===== src/ang_consts.svh =====
// constants for the acquisition noise gate: offsets, fields, times
// assumes a 10 MHz sequencer clock; times in ns, counts derived
`ifndef ANG_CONSTS_SVH
`define ANG_CONSTS_SVH
// ==========================================
// register map
`define ANG_ADDR_CTRL1 4'h1
`define ANG_ADDR_CTRL2 4'h2
`define ANG_ADDR_STAT  4'h3
`define ANG_ADDR_RES   4'h4
`define ANG_CTRL1_RST  16'h0000
`define ANG_CTRL2_RST  16'h0000
// ==========================================
// field positions
`define ANG_POL_BIT    3
`define ANG_START_BIT  15
`define ANG_ACQ_LO     0
`define ANG_SET_LO     4
`define ANG_TOUCH_LAST 4'h3
// ==========================================
// timing
`define ANG_CLK_NS     100
`define ANG_CYC_UP(ns) (((ns) + `ANG_CLK_NS - 1) / `ANG_CLK_NS)
`define ANG_ACQ0_NS    2000
`define ANG_ACQ1_NS    4000
`define ANG_ACQ2_NS    8000
`define ANG_ACQ3_NS    16000
`define ANG_SET0_NS    500
`define ANG_SET1_NS    128000000
`define ANG_SET2_NS    1024000
`define ANG_SET3_NS    8190000
`define ANG_CONV_CYC   13
`define ANG_CNT_W      21
`endif


===== src/ang_pkg.sv =====
// types shared by the acquisition noise gate
// state codes and bus field widths are set here, not taken from ang_consts.svh
package ang_pkg;
  typedef enum logic [2:0] {
    ANG_IDLE   = 3'h0,
    ANG_SETTLE = 3'h1,
    ANG_WAIT   = 3'h2,
    ANG_ACQ    = 3'h3,
    ANG_CONV   = 3'h4
  } ang_state_t;

  typedef struct packed {
    logic [3:0]  addr;
    logic [15:0] wdata;
    logic        wr;
    logic        rd;
  } ang_bus_t;
endpackage


===== src/ang_noise_gate.sv =====
// sequencer gate that keeps acquisitions out of display noise windows
// assumes one 10 MHz clock, a register port on that clock and an
// asynchronous hold pin from the display controller
//
// Functional notes
// - no acquisition while hold is active
// - hold release restarts acquisition of due channel
// - polarity bit is bit 3 at 02h
// - polarity 0 active low, 1 active high
// - polarity bit resets to zero
// - hold aborts acquisition, full restart after
// - acquisition time 2, 4, 8, 16 us
// - conversion completes, next acquisition waits
// - settling delay before sequence and touch channels
// - settling delay ignores hold input
// - gate covers every input channel
//
// Implementation choice: the address-and-strobe port.
`timescale 1ns/1ps
`include "ang_consts.svh"

module ang_noise_gate #(
  parameter logic [20:0] SETTLE1_CYC = 21'(`ANG_CYC_UP(`ANG_SET1_NS)),
  parameter logic [20:0] SETTLE2_CYC = 21'(`ANG_CYC_UP(`ANG_SET2_NS)),
  parameter logic [20:0] SETTLE3_CYC = 21'(`ANG_CYC_UP(`ANG_SET3_NS))
) (
  // clock and reset
  input  wire logic             clock_i,
  input  wire logic             rst_n_i,
  // register port
  input  wire ang_pkg::ang_bus_t bus_i,
  output logic [15:0]           rdata_o,
  // display timing pin
  input  wire logic             acq_hold_input_i,
  // converter core
  input  wire logic [11:0]      conv_data_i,
  output logic                  acq_o,
  output logic                  conv_o,
  output logic [3:0]            channel_o,
  output logic                  busy_o,
  output logic                  done_o
);

  // ==========================================
  // helpers
  function automatic logic [20:0] acq_len(input logic [1:0] sel);
    unique case (sel)
      2'h0: acq_len = 21'(`ANG_CYC_UP(`ANG_ACQ0_NS));
      2'h1: acq_len = 21'(`ANG_CYC_UP(`ANG_ACQ1_NS));
      2'h2: acq_len = 21'(`ANG_CYC_UP(`ANG_ACQ2_NS));
      2'h3: acq_len = 21'(`ANG_CYC_UP(`ANG_ACQ3_NS));
    endcase
  endfunction

  function automatic logic [20:0] settle_len(input logic [1:0] sel);
    unique case (sel)
      2'h0: settle_len = 21'(`ANG_CYC_UP(`ANG_SET0_NS));
      2'h1: settle_len = SETTLE1_CYC;
      2'h2: settle_len = SETTLE2_CYC;
      2'h3: settle_len = SETTLE3_CYC;
    endcase
  endfunction

  function automatic logic is_touch(input logic [3:0] ch);
    is_touch = (ch <= `ANG_TOUCH_LAST);
  endfunction

  // ==========================================
  // state
  logic                hold_s1_reg;
  logic                hold_s2_reg;
  logic [15:0]         ctrl1_reg;
  logic [15:0]         ctrl2_reg;
  logic [11:0]         result_reg;
  ang_pkg::ang_state_t state_reg;
  ang_pkg::ang_state_t state_next;
  logic [20:0]         cnt_reg;
  logic [20:0]         cnt_next;
  logic [3:0]          chan_reg;
  logic [3:0]          chan_next;

  // ==========================================
  // decode
  wire        hold_polarity = ctrl2_reg[`ANG_POL_BIT];
  wire        hold_active   = ~(hold_s2_reg ^ hold_polarity);
  wire        wr_ctrl1      = bus_i.wr && (bus_i.addr == `ANG_ADDR_CTRL1);
  wire        wr_ctrl2      = bus_i.wr && (bus_i.addr == `ANG_ADDR_CTRL2);
  wire        start         = wr_ctrl1 && bus_i.wdata[`ANG_START_BIT];
  wire [20:0] acq_cnt       = acq_len(ctrl2_reg[`ANG_ACQ_LO +: 2]) - 21'h1;
  wire [20:0] settle_cnt    = settle_len(ctrl2_reg[`ANG_SET_LO +: 2]) - 21'h1;
  wire [20:0] conv_cnt      = 21'(`ANG_CONV_CYC - 1);
  wire        cnt_zero      = (cnt_reg == 21'h0);
  wire [20:0] cnt_dec       = cnt_reg - 21'h1;
  wire        last_chan     = (chan_reg == ctrl1_reg[7:4]);
  wire [3:0]  chan_inc      = chan_reg + 4'h1;
  wire        conv_end      = (state_reg == ang_pkg::ANG_CONV) && cnt_zero;
  wire [15:0] stat_word     = {8'h00, hold_active, state_reg, chan_reg};

  logic [15:0] rd_mux;
  assign rd_mux = (bus_i.addr == `ANG_ADDR_CTRL1) ? ctrl1_reg :
                  (bus_i.addr == `ANG_ADDR_CTRL2) ? ctrl2_reg :
                  (bus_i.addr == `ANG_ADDR_STAT)  ? stat_word :
                  (bus_i.addr == `ANG_ADDR_RES)   ? {4'h0, result_reg} : 16'h0000;

  // ==========================================
  // hold pin synchroniser
  always_ff @(posedge clock_i or negedge rst_n_i) begin
    if (!rst_n_i) begin
      hold_s1_reg <= 1'b0;
      hold_s2_reg <= 1'b0;
    end else begin
      hold_s1_reg <= acq_hold_input_i;
      hold_s2_reg <= hold_s1_reg;
    end
  end

  // ==========================================
  // registers; start bit is a strobe and is not kept
  always_ff @(posedge clock_i or negedge rst_n_i) begin
    if (!rst_n_i) begin
      ctrl1_reg <= `ANG_CTRL1_RST;
      ctrl2_reg <= `ANG_CTRL2_RST;
      rdata_o   <= 16'h0000;
    end else begin
      if (wr_ctrl1) begin
        ctrl1_reg <= {1'b0, bus_i.wdata[14:0]};
      end
      if (wr_ctrl2) begin
        ctrl2_reg <= bus_i.wdata;
      end
      rdata_o <= bus_i.rd ? rd_mux : 16'h0000;
    end
  end

  // ==========================================
  // sequencer
  always_comb begin
    state_next = state_reg;
    cnt_next   = cnt_reg;
    chan_next  = chan_reg;
    unique case (state_reg)
      ang_pkg::ANG_IDLE: begin
        if (start) begin
          chan_next  = bus_i.wdata[3:0];
          state_next = ang_pkg::ANG_SETTLE;
          cnt_next   = settle_cnt;
        end
      end
      ang_pkg::ANG_SETTLE: begin
        // hold is not looked at until the delay runs out
        if (!cnt_zero) begin
          cnt_next = cnt_dec;
        end else if (hold_active) begin
          state_next = ang_pkg::ANG_WAIT;
        end else begin
          state_next = ang_pkg::ANG_ACQ;
          cnt_next   = acq_cnt;
        end
      end
      ang_pkg::ANG_WAIT: begin
        if (!hold_active) begin
          state_next = ang_pkg::ANG_ACQ;
          cnt_next   = acq_cnt;
        end
      end
      ang_pkg::ANG_ACQ: begin
        // channel-independent: every channel passes through here
        if (hold_active) begin
          state_next = ang_pkg::ANG_WAIT;
        end else if (!cnt_zero) begin
          cnt_next = cnt_dec;
        end else begin
          state_next = ang_pkg::ANG_CONV;
          cnt_next   = conv_cnt;
        end
      end
      ang_pkg::ANG_CONV: begin
        if (!cnt_zero) begin
          cnt_next = cnt_dec;
        end else if (last_chan) begin
          state_next = ang_pkg::ANG_IDLE;
        end else begin
          chan_next = chan_inc;
          if (is_touch(chan_inc)) begin
            state_next = ang_pkg::ANG_SETTLE;
            cnt_next   = settle_cnt;
          end else if (hold_active) begin
            state_next = ang_pkg::ANG_WAIT;
          end else begin
            state_next = ang_pkg::ANG_ACQ;
            cnt_next   = acq_cnt;
          end
        end
      end
      default: begin
        state_next = ang_pkg::ANG_IDLE;
      end
    endcase
  end

  // outputs other than done_o follow the next state so they leave a flop with no lag; done_o registers conv_end
  always_ff @(posedge clock_i or negedge rst_n_i) begin
    if (!rst_n_i) begin
      state_reg  <= ang_pkg::ANG_IDLE;
      cnt_reg    <= 21'h0;
      chan_reg   <= 4'h0;
      result_reg <= 12'h000;
      acq_o      <= 1'b0;
      conv_o     <= 1'b0;
      channel_o  <= 4'h0;
      busy_o     <= 1'b0;
      done_o     <= 1'b0;
    end else begin
      state_reg <= state_next;
      cnt_reg   <= cnt_next;
      chan_reg  <= chan_next;
      if (conv_end) begin
        result_reg <= conv_data_i;
      end
      acq_o     <= (state_next == ang_pkg::ANG_ACQ);
      conv_o    <= (state_next == ang_pkg::ANG_CONV);
      channel_o <= chan_next;
      busy_o    <= (state_next != ang_pkg::ANG_IDLE);
      done_o    <= conv_end;
    end
  end

  // ==========================================
  // checks
  logic [7:0] acq_run_reg;
  logic       seen_reg;
  always_ff @(posedge clock_i or negedge rst_n_i) begin
    if (!rst_n_i) begin
      acq_run_reg <= 8'h00;
      seen_reg    <= 1'b0;
    end else begin
      acq_run_reg <= (state_reg == ang_pkg::ANG_ACQ) ? acq_run_reg + 8'h01 : 8'h00;
      seen_reg    <= 1'b1;
    end
  end
endmodule


===== config.mk =====
export PLATFORM = sky130hd
export DESIGN_NAME = ang_noise_gate
export DESIGN_NICKNAME = d
export VERILOG_FILES = /design/src/ang_pkg.sv /design/src/ang_noise_gate.sv
export VERILOG_INCLUDE_DIRS = /design/src
export SDC_FILE = /design/constraint.sdc
export NUM_CORES = 1
export LEC_CHECK = 0
export BUFFER_PORTS_ARGS = -buffer_cell sky130_fd_sc_hd__buf_2
export CAP_MARGIN = 5
export CORE_AREA = 10 10 81 152
export CTS_BUF_LIST = sky130_fd_sc_hd__clkbuf_4
export CTS_CLUSTER_SIZE = 24
export DETAILED_ROUTE_END_ITERATION = 8
export DIE_AREA = 0 0 91 162
export HOLD_SLACK_MARGIN = 0.1
export PLACE_DENSITY = 0.74
export SYNTH_ARGS = -nofsm -noshare
export SYNTH_HDL_FRONTEND = slang
export SYNTH_SLANG_ARGS = --single-unit

===== constraint.sdc =====
create_clock -name clock_i -period 2.8 [get_ports clock_i]
set_input_delay 0.28 -clock clock_i [delete_from_list [all_inputs] [get_ports clock_i]]
set_output_delay 0.28 -clock clock_i [all_outputs]
set_load 0.05 [all_outputs]

==> results of run 1 <==
==> worst paths after layout <==
path | slack (ns) | cells past startpoint | to
worst max register to register | 0.13 | 9 | cnt_reg[4]
worst min register to register | 0.38 | 0 | hold_s2_reg
worst min-delay path | 0.11 | 2 | ctrl2_reg[0]
min in group asynchronous | 0.36 | 3 | busy_o
max in group asynchronous | 2.02 | 3 | ctrl1_reg[14]
worst max-delay path | 0.13 | 9 | cnt_reg[4]
==> logic make-up (layout without fill, tap and decap cells) <==
| kind of cell | after synthesis | in the layout | synth area share |
|---|---|---|---|
| buffers and inverters | 41 | 168 | 0.0329 |
| AOI/OAI and AO/OA | 138 | 138 | 0.181 |
| DFF | 93 | 93 | 0.444 |
| and+or+nand+nor | 201 | 201 | 0.198 |
| other | 0 | 1 | 0 |
| muxes | 42 | 42 | 0.0878 |
| xor gates and xnor gates | 14 | 14 | 0.0234 |
| adders and majority gates | 14 | 14 | 0.0334 |
==> power by group <==
group          switching (mW)  total (mW)  leakage, nW  internal (mW)
clock                   0.516       0.884       0.0845          0.369
sequential              0.246        1.81         1.13           1.56
combinational           0.661        1.17         1.64          0.513
total                    1.42        3.87         2.86           2.44
==> worst max-delay path: cells and delay by family (launching register included) <==
family                   cells  cell delay [ns]
AO/OA/AOI/OAI                3             0.58
adder cells (fa/ha/maj)      1             0.22
buffers and inverters        2             0.28
flip-flops                   1             0.44
AND/OR/NAND/NOR              3             1.10
==> per-layer routing <==
layer | global-route usage | part of all wire | vias to the layer above
met4 | 0.179 | 0.068 | 0
met1 | 0.230 | 0.34 | 2411
li1 | - | - | 2235
met2 | 0.442 | 0.54 | 233
met3 | 0.0411 | 0.053 | 72
met5 | 0 | 0 | -
==> per-stage QoR <==
| stage | setup WS [ns] | cells | utilization | power (mW) | cell area, µm² |
|---|---|---|---|---|---|
| after floorplan | 0.301 | 543 | - | 2.52 | 5240 |
| after global placement | 0.178 | 758 | 0.609 | 2.91 | 5980 |
| after detailed placement | 0.118 | 758 | 0.609 | 2.95 | 5980 |
| after CTS | 0.0833 | 802 | 0.655 | 3.85 | 6440 |
| after global routing | 0.00180 | 803 | 0.655 | 4.04 | 6440 |
| final | 0.125 | 803 | 0.655 | 3.87 | 6440 |
==> placed cells by master (no fill, tap or decap), drive strengths merged, types with 4 or more instances in the layout <==
master	instances
mux2i	10
a22o	6
nand3	11
nor4	11
o21ai	25
nor2b	16
inv	17
nor3	15
mux2	32
nand2b	7
o211ai	4
dlygate4sd3	29
nand4	5
nor3b	6
a21oi	37
o31ai	4
ha	14
xnor2	9
nor2	41
a22oi	8
a31oi	10
a222oi	4
buf	109
or3	5
nand2	64
clkbuf	9
xor2	5
o221ai	4
dfrtp	93
a221oi	7
or4	5
==> timing repair <==
item,4_1_cts,5_1_grt
hold endpoints to repair,136,0
setup endpoints to repair,0,8
hold buffers,29,0
==> final cells by class <==
class | instances | area (µm²) | share of cell area
diodes | 1 | 2.50 | 0.000389
clock buffers | 9 | 67.6 | 0.0105
clock inverters | 6 | 96.3 | 0.0150
inverters | 15 | 56.3 | 0.00874
multi-input cells | 409 | 2750 | 0.427
flip-flops and latches | 93 | 2330 | 0.361
well taps | 132 | 165 | 0.0257
repair buffers | 138 | 973 | 0.151
==> summary.md, run 1 <==
| Metric | Value |
|---|---|
| Min-delay src | `bus_i[2]` |
| Mean post-synth cell area | `9.66 µm²` |
| Critical-path top delay cell | `or3b_2` |
| Origin of the worst setup path | `cnt_reg[0]` |
| Share of post-route cells with drive strength above 1 | `0.257` |
| Worst IR Drop VDD | `462 µV` |
| Total global routing overflow | `0` |
| PortBufs | `60` |
| Top fanout value on the critical path | `9` |
| Initial Util | `0.534` |
| Via count | `4951` |
| Number of global-route vias before repair | `5180` |
| RSZ-0062 raised after global routing | `no` |
| Initial antenna violation count | `1` |
| Cell taking the most area after synthesis | `dfrtp_1` |
| Worst Path Arrival | `3.10 ns` |
| CTS root buf | `clkbuf_4` |
| Main synth FF type | `dfrtp_1` |
| Synth Register Bits | `93` |
| Critical Path Most Common Cell | `a22o_1` |
| CP Cell Sequence | `inv_1, ha_1, or3b_2, nor4_4, buf_4, a2bb2oi_2, a22o_1, nor3_4, a22o_1` |
| Cells taking the most area after synthesis | `dfrtp_1 (44%), mux2_2 (6.9%), nand2_1 (4.6%)` |
| Critical path class | `flip-flop to flip-flop` |
| Routed vias/inst | `6.17` |
| Die Footprint | `0.0147 mm²` |
| Synth Instances | `543` |
| CTS Buf Count | `9` |
| Synth Net Count | `594` |
| Global-route wire length before repair | `27.9 mm` |
| Max stage delay on crit path | `0.51 ns` |
| Area fraction of the dominant cell type after synthesis | `0.444` |
| RR Startpoint | `cnt_reg[0]` |
| RD Place Congestion | `0.951` |
| Critical path endpoint category | `flip-flop` |
| Clock transition at path regs | `0.16 ns` |
| Fin crit share | `0.955` |
| Final max-slew violation count | `0` |
| DRC violations left | `0` |
| Site Rows | `51` |
| Post-synthesis sequential area ratio | `0.444` |
| Tot GR Track Use | `0.240` |
| Die W | `91 µm` |
| Maximum number of pins on one net before global-route repair | `94` |
| Number of flip-flops in the largest register | `21` |
| Lkg Pwr | `2.86 nW` |
| Startpoint Class | `flip-flop` |
| Endpoints failing setup | `0` |
| DRT iter0 DRCs | `375` |
| Yosys warnings | `0` |
| H-tree depth | `3` |
| Clock skew | `0.0217 ns` |
| TritonRoute pass-1 iters | `5` |
| Fin. Hold Viols | `0` |
| Total Neg Setup Slack | `0 ns` |
| Clk_lat worst skew | `0.47 ns` |
| Slew HR | `0.513` |
| DRT Wirelength | `17.7 mm` |
| Remaining antenna violation count after routing | `0` |
| Bufs on Longest Clock Path | `2` |
| Hold_ws | `0.108 ns` |
| EDFF count, synth | `0` |
| P per Cell Area | `601 mW/mm²` |
| Final Critical Period | `2.67 ns` |
| Synth Cell Area | `0.00524 mm²` |
| Most frequent cell after synthesis | `dfrtp_1` |
| Area Growth Syn to Fin | `22.8%` |
| Req. time, crit path | `3.22 ns` |
| CORE AREA | `0.00983 mm²` |
| Worst Max-Slew Pin Slew | `0.729 ns` |
| CTS tree | `done` |
| DIE HEIGHT | `162 µm` |
| # clock sinks | `93` |
| Fillers | `834` |
| Hold/Removal Path Class | `primary input to flip-flop` |
| Max-Cap Viols | `0` |
| I/O pin total | `61` |
| Status | `finished clean` |
| F_max | `374 MHz` |
| WL/cell | `22.1 µm` |
| Hpwl dp | `13.1 mm` |
| Post-layout net count | `717` |
| Synth async-reset ratio | `1.00` |
| Yosys cell types | `63` |
| Post-cts resize count | `0` |
| Setup bufs post-CTS | `0` |
| Top cells by count, synth | `dfrtp_1 (93), nand2_1 (64), nor2_1 (41)` |
Power figures use the tool's default switching activity.
==> run 2, diff against run 1 <==
- ABC_AREA: default -> 1
- CORE_AREA: 10 10 81 152 -> 10 10 83 156
- DIE_AREA: 0 0 91 162 -> 0 0 93 166
==> run 2 against run 1 <==
- clock power decreased by 18%
- die area grew 4.7%
- hold slack better by 0.0022 ns
- maximum frequency rose by 16%
- count of clock-buffer cells in the layout is 1 higher
- wire length is 0.23% lower
- sequential share of layout area increased by 0.40 points
==> summary.md, run 2 <==
| Metric | Value |
|---|---|
| Die W | `93 µm` |
| Worst IR Drop VDD | `413 µV` |
| CTS tree | `done` |
| Area fraction of the dominant cell type after synthesis | `0.418` |
| Via count | `5476` |
| CP Cell Sequence | `inv_1, ha_1, o21ai_0, o21ai_0, o21ai_0, nand2_1, nand2_1, o21ai_0, a21boi_1` |
| Mean post-synth cell area | `7.16 µm²` |
| Most frequent cell after synthesis | `nand2_1` |
| Number of global-route vias before repair | `5559` |
| Initial antenna violation count | `1` |
| Setup bufs post-CTS | `0` |
| Critical path endpoint category | `flip-flop` |
| # clock sinks | `93` |
| CTS Buf Count | `9` |
| Bufs on Longest Clock Path | `2` |
| Synth Cell Area | `0.00557 mm²` |
| Worst Max-Slew Pin Slew | `0.829 ns` |
| Site Rows | `53` |
| Critical-path top delay cell | `o21ai_0` |
| Tot GR Track Use | `0.231` |
| PortBufs | `60` |
| Clock transition at path regs | `0.16 ns` |
| Top cells by count, synth | `nand2_1 (281), dfrtp_1 (93), inv_1 (85)` |
| Hold_ws | `0.111 ns` |
| WP buf/inv | `1` |
| I/O pin total | `61` |
| Global-route wire length before repair | `28.1 mm` |
| RSZ-0062 raised after global routing | `no` |
| EDFF count, synth | `0` |
| Share of post-route cells with drive strength above 1 | `0.132` |
| Slew HR | `0.446` |
| Lkg Pwr | `3.42 nW` |
| Total global routing overflow | `0` |
| Critical path class | `flip-flop to flip-flop` |
| Max stage delay on crit path | `0.64 ns` |
| Cell taking the most area after synthesis | `dfrtp_1` |
| Fin. Hold Viols | `0` |
| Synth async-reset ratio | `1.00` |
| Hold/Removal Path Class | `primary input to flip-flop` |
| H-tree depth | `3` |
| DRC violations left | `0` |
| Total power | `2.69 mW` |
| Final cell count without fillers | `1001` |
| Post-cts resize count | `0` |
| Yosys warnings | `0` |
| Endpoints failing setup | `0` |
| DIE HEIGHT | `166 µm` |
| Final Util | `0.608` |
| Remaining antenna violation count after routing | `0` |
| Post-synthesis sequential area ratio | `0.418` |
| Req. time, crit path | `3.21 ns` |
| Initial Util | `0.532` |
| Setup slack at placement | `0.463 ns` |
| Total Neg Setup Slack | `0 ns` |
| Post-layout net count | `909` |
| Synth Instances | `778` |
| Main synth FF type | `dfrtp_1` |
| Cells taking the most area after synthesis | `dfrtp_1 (42%), nand2_1 (19%), o21ai_0 (6.2%)` |
| Yosys cell types | `40` |
| TritonRoute pass-1 iters | `6` |
| RD Place Congestion | `1.02` |
| Delay-heaviest family, CP | `compound AO/OA/AOI/OAI gates` |
| WL/cell | `17.7 µm` |
| Fin crit share | `0.826` |
| Final max-slew violation count | `0` |
| Area Growth Syn to Fin | `14.3%` |
| Design area | `0.00637 mm²` |
| Startpoint Class | `flip-flop` |
| Hpwl dp | `13.4 mm` |
| Max-Cap Viols | `0` |
| Area post-placement | `0.00599 mm²` |
| CORE AREA | `0.0105 mm²` |
| Top fanout value on the critical path | `5` |
| DRT iter0 DRCs | `342` |
| Maximum number of pins on one net before global-route repair | `52` |
| Synth Register Bits | `93` |
| P per Cell Area | `422 mW/mm²` |
| Worst Path Arrival | `2.72 ns` |
| Clock skew | `0.0243 ns` |
| Worst Setup Slack, final | `0.487 ns` |
| Clk_lat worst skew | `0.47 ns` |
| Most common cell after layout, fill and taps aside | `nand2_1` |
| Routed vias/inst | `5.47` |
| Number of flip-flops in the largest register | `21` |
| Critical Path Most Common Cell | `o21ai_0` |
| Cells after DPL | `959` |
| CTS root buf | `clkbuf_4` |
| Final Critical Period | `2.31 ns` |
| F_max | `432 MHz` |
| Most frequent cells in the layout | `nand2_1 (281), dfrtp_1 (93), inv_1 (85)` |
| Synth Net Count | `829` |
| DRT Wirelength | `17.7 mm` |
| Die Footprint | `0.0154 mm²` |
| Status | `finished clean` |
-- run 2: changes by cell type after synthesis, sizes merged, moves of 12 or more --
cell	delta
a21oi	-19
inv	+78
mux2	-31
nand2	+224
nand3	+50
nor2	+24
nor2b	-16
nor3	-12
o21ai	+47
-- run 2: power breakdown --
part	internal, mW	total (mW)	switching (mW)
Clock	0.210	0.728	0.518
Combinational	0.158	0.438	0.279
Sequential	1.44	1.53	0.0809
Total	1.81	2.69	0.878
-- run 2: cells by family after synthesis --
family                     share of synthesized area
and+or+nand+nor                                0.331
xor gates and xnor gates                      0.0110
adders and majority gates                     0.0314
AOI/OAI and AO/OA                              0.121
muxes                                        0.00202
DFF                                            0.418
buffers and inverters                         0.0862
-- run 2: worst paths after layout --
check	end	startpoint	slack, ns	cells after the start
max reg2reg	cnt_reg[3]	ctrl2_reg[1]	0.49	9
min	ctrl2_reg[15]	bus_i[17]	0.11	2
max	cnt_reg[3]	ctrl2_reg[1]	0.49	9
max in group asynchronous	ctrl1_reg[6]	rst_n_i	1.79	3
min in group asynchronous	cnt_reg[12]	rst_n_i	0.33	2
min reg2reg	hold_s2_reg	hold_s1_reg	0.39	0
-- run 2: per-layer routing --
metal  vias to the layer above  track usage  wire, µm
met5                         -            0         0
met4                         0        0.185      1490
met3                        86       0.0521       849
met2                       200        0.410      9390
met1                      2557        0.215      5940
li1                       2633            -         -
-- run 2: final cells by class --
| type | instances | area, µm² |
|---|---|---|
| clock inverters | 6 | 55.1 |
| flip-flops and latches | 93 | 2330 |
| multi-input cells | 568 | 2770 |
| repair buffers | 92 | 618 |
| clock buffers | 10 | 75.1 |
| inverters | 94 | 353 |
| fillers | 1050 | 4110 |
| well taps | 137 | 171 |
| diodes | 1 | 2.50 |
-- run 2: repair_timing --
| item | 4_1_cts | 5_1_grt |
|---|---|---|
| endpoints found under the setup margin | 0 | 0 |
| hold endpoints to repair | 77 | 0 |
| hold buffers | 25 | 0 |
-- run 2: worst reg2reg max path: cells and delay by family, from the launching register on --
| family | cells | cell delay (ns) |
|---|---|---|
| compound gates | 5 | 1.29 |
| simple gates | 2 | 0.13 |
| fa+ha+maj | 1 | 0.21 |
| buf+inv | 1 | 0.12 |
| flops | 1 | 0.52 |
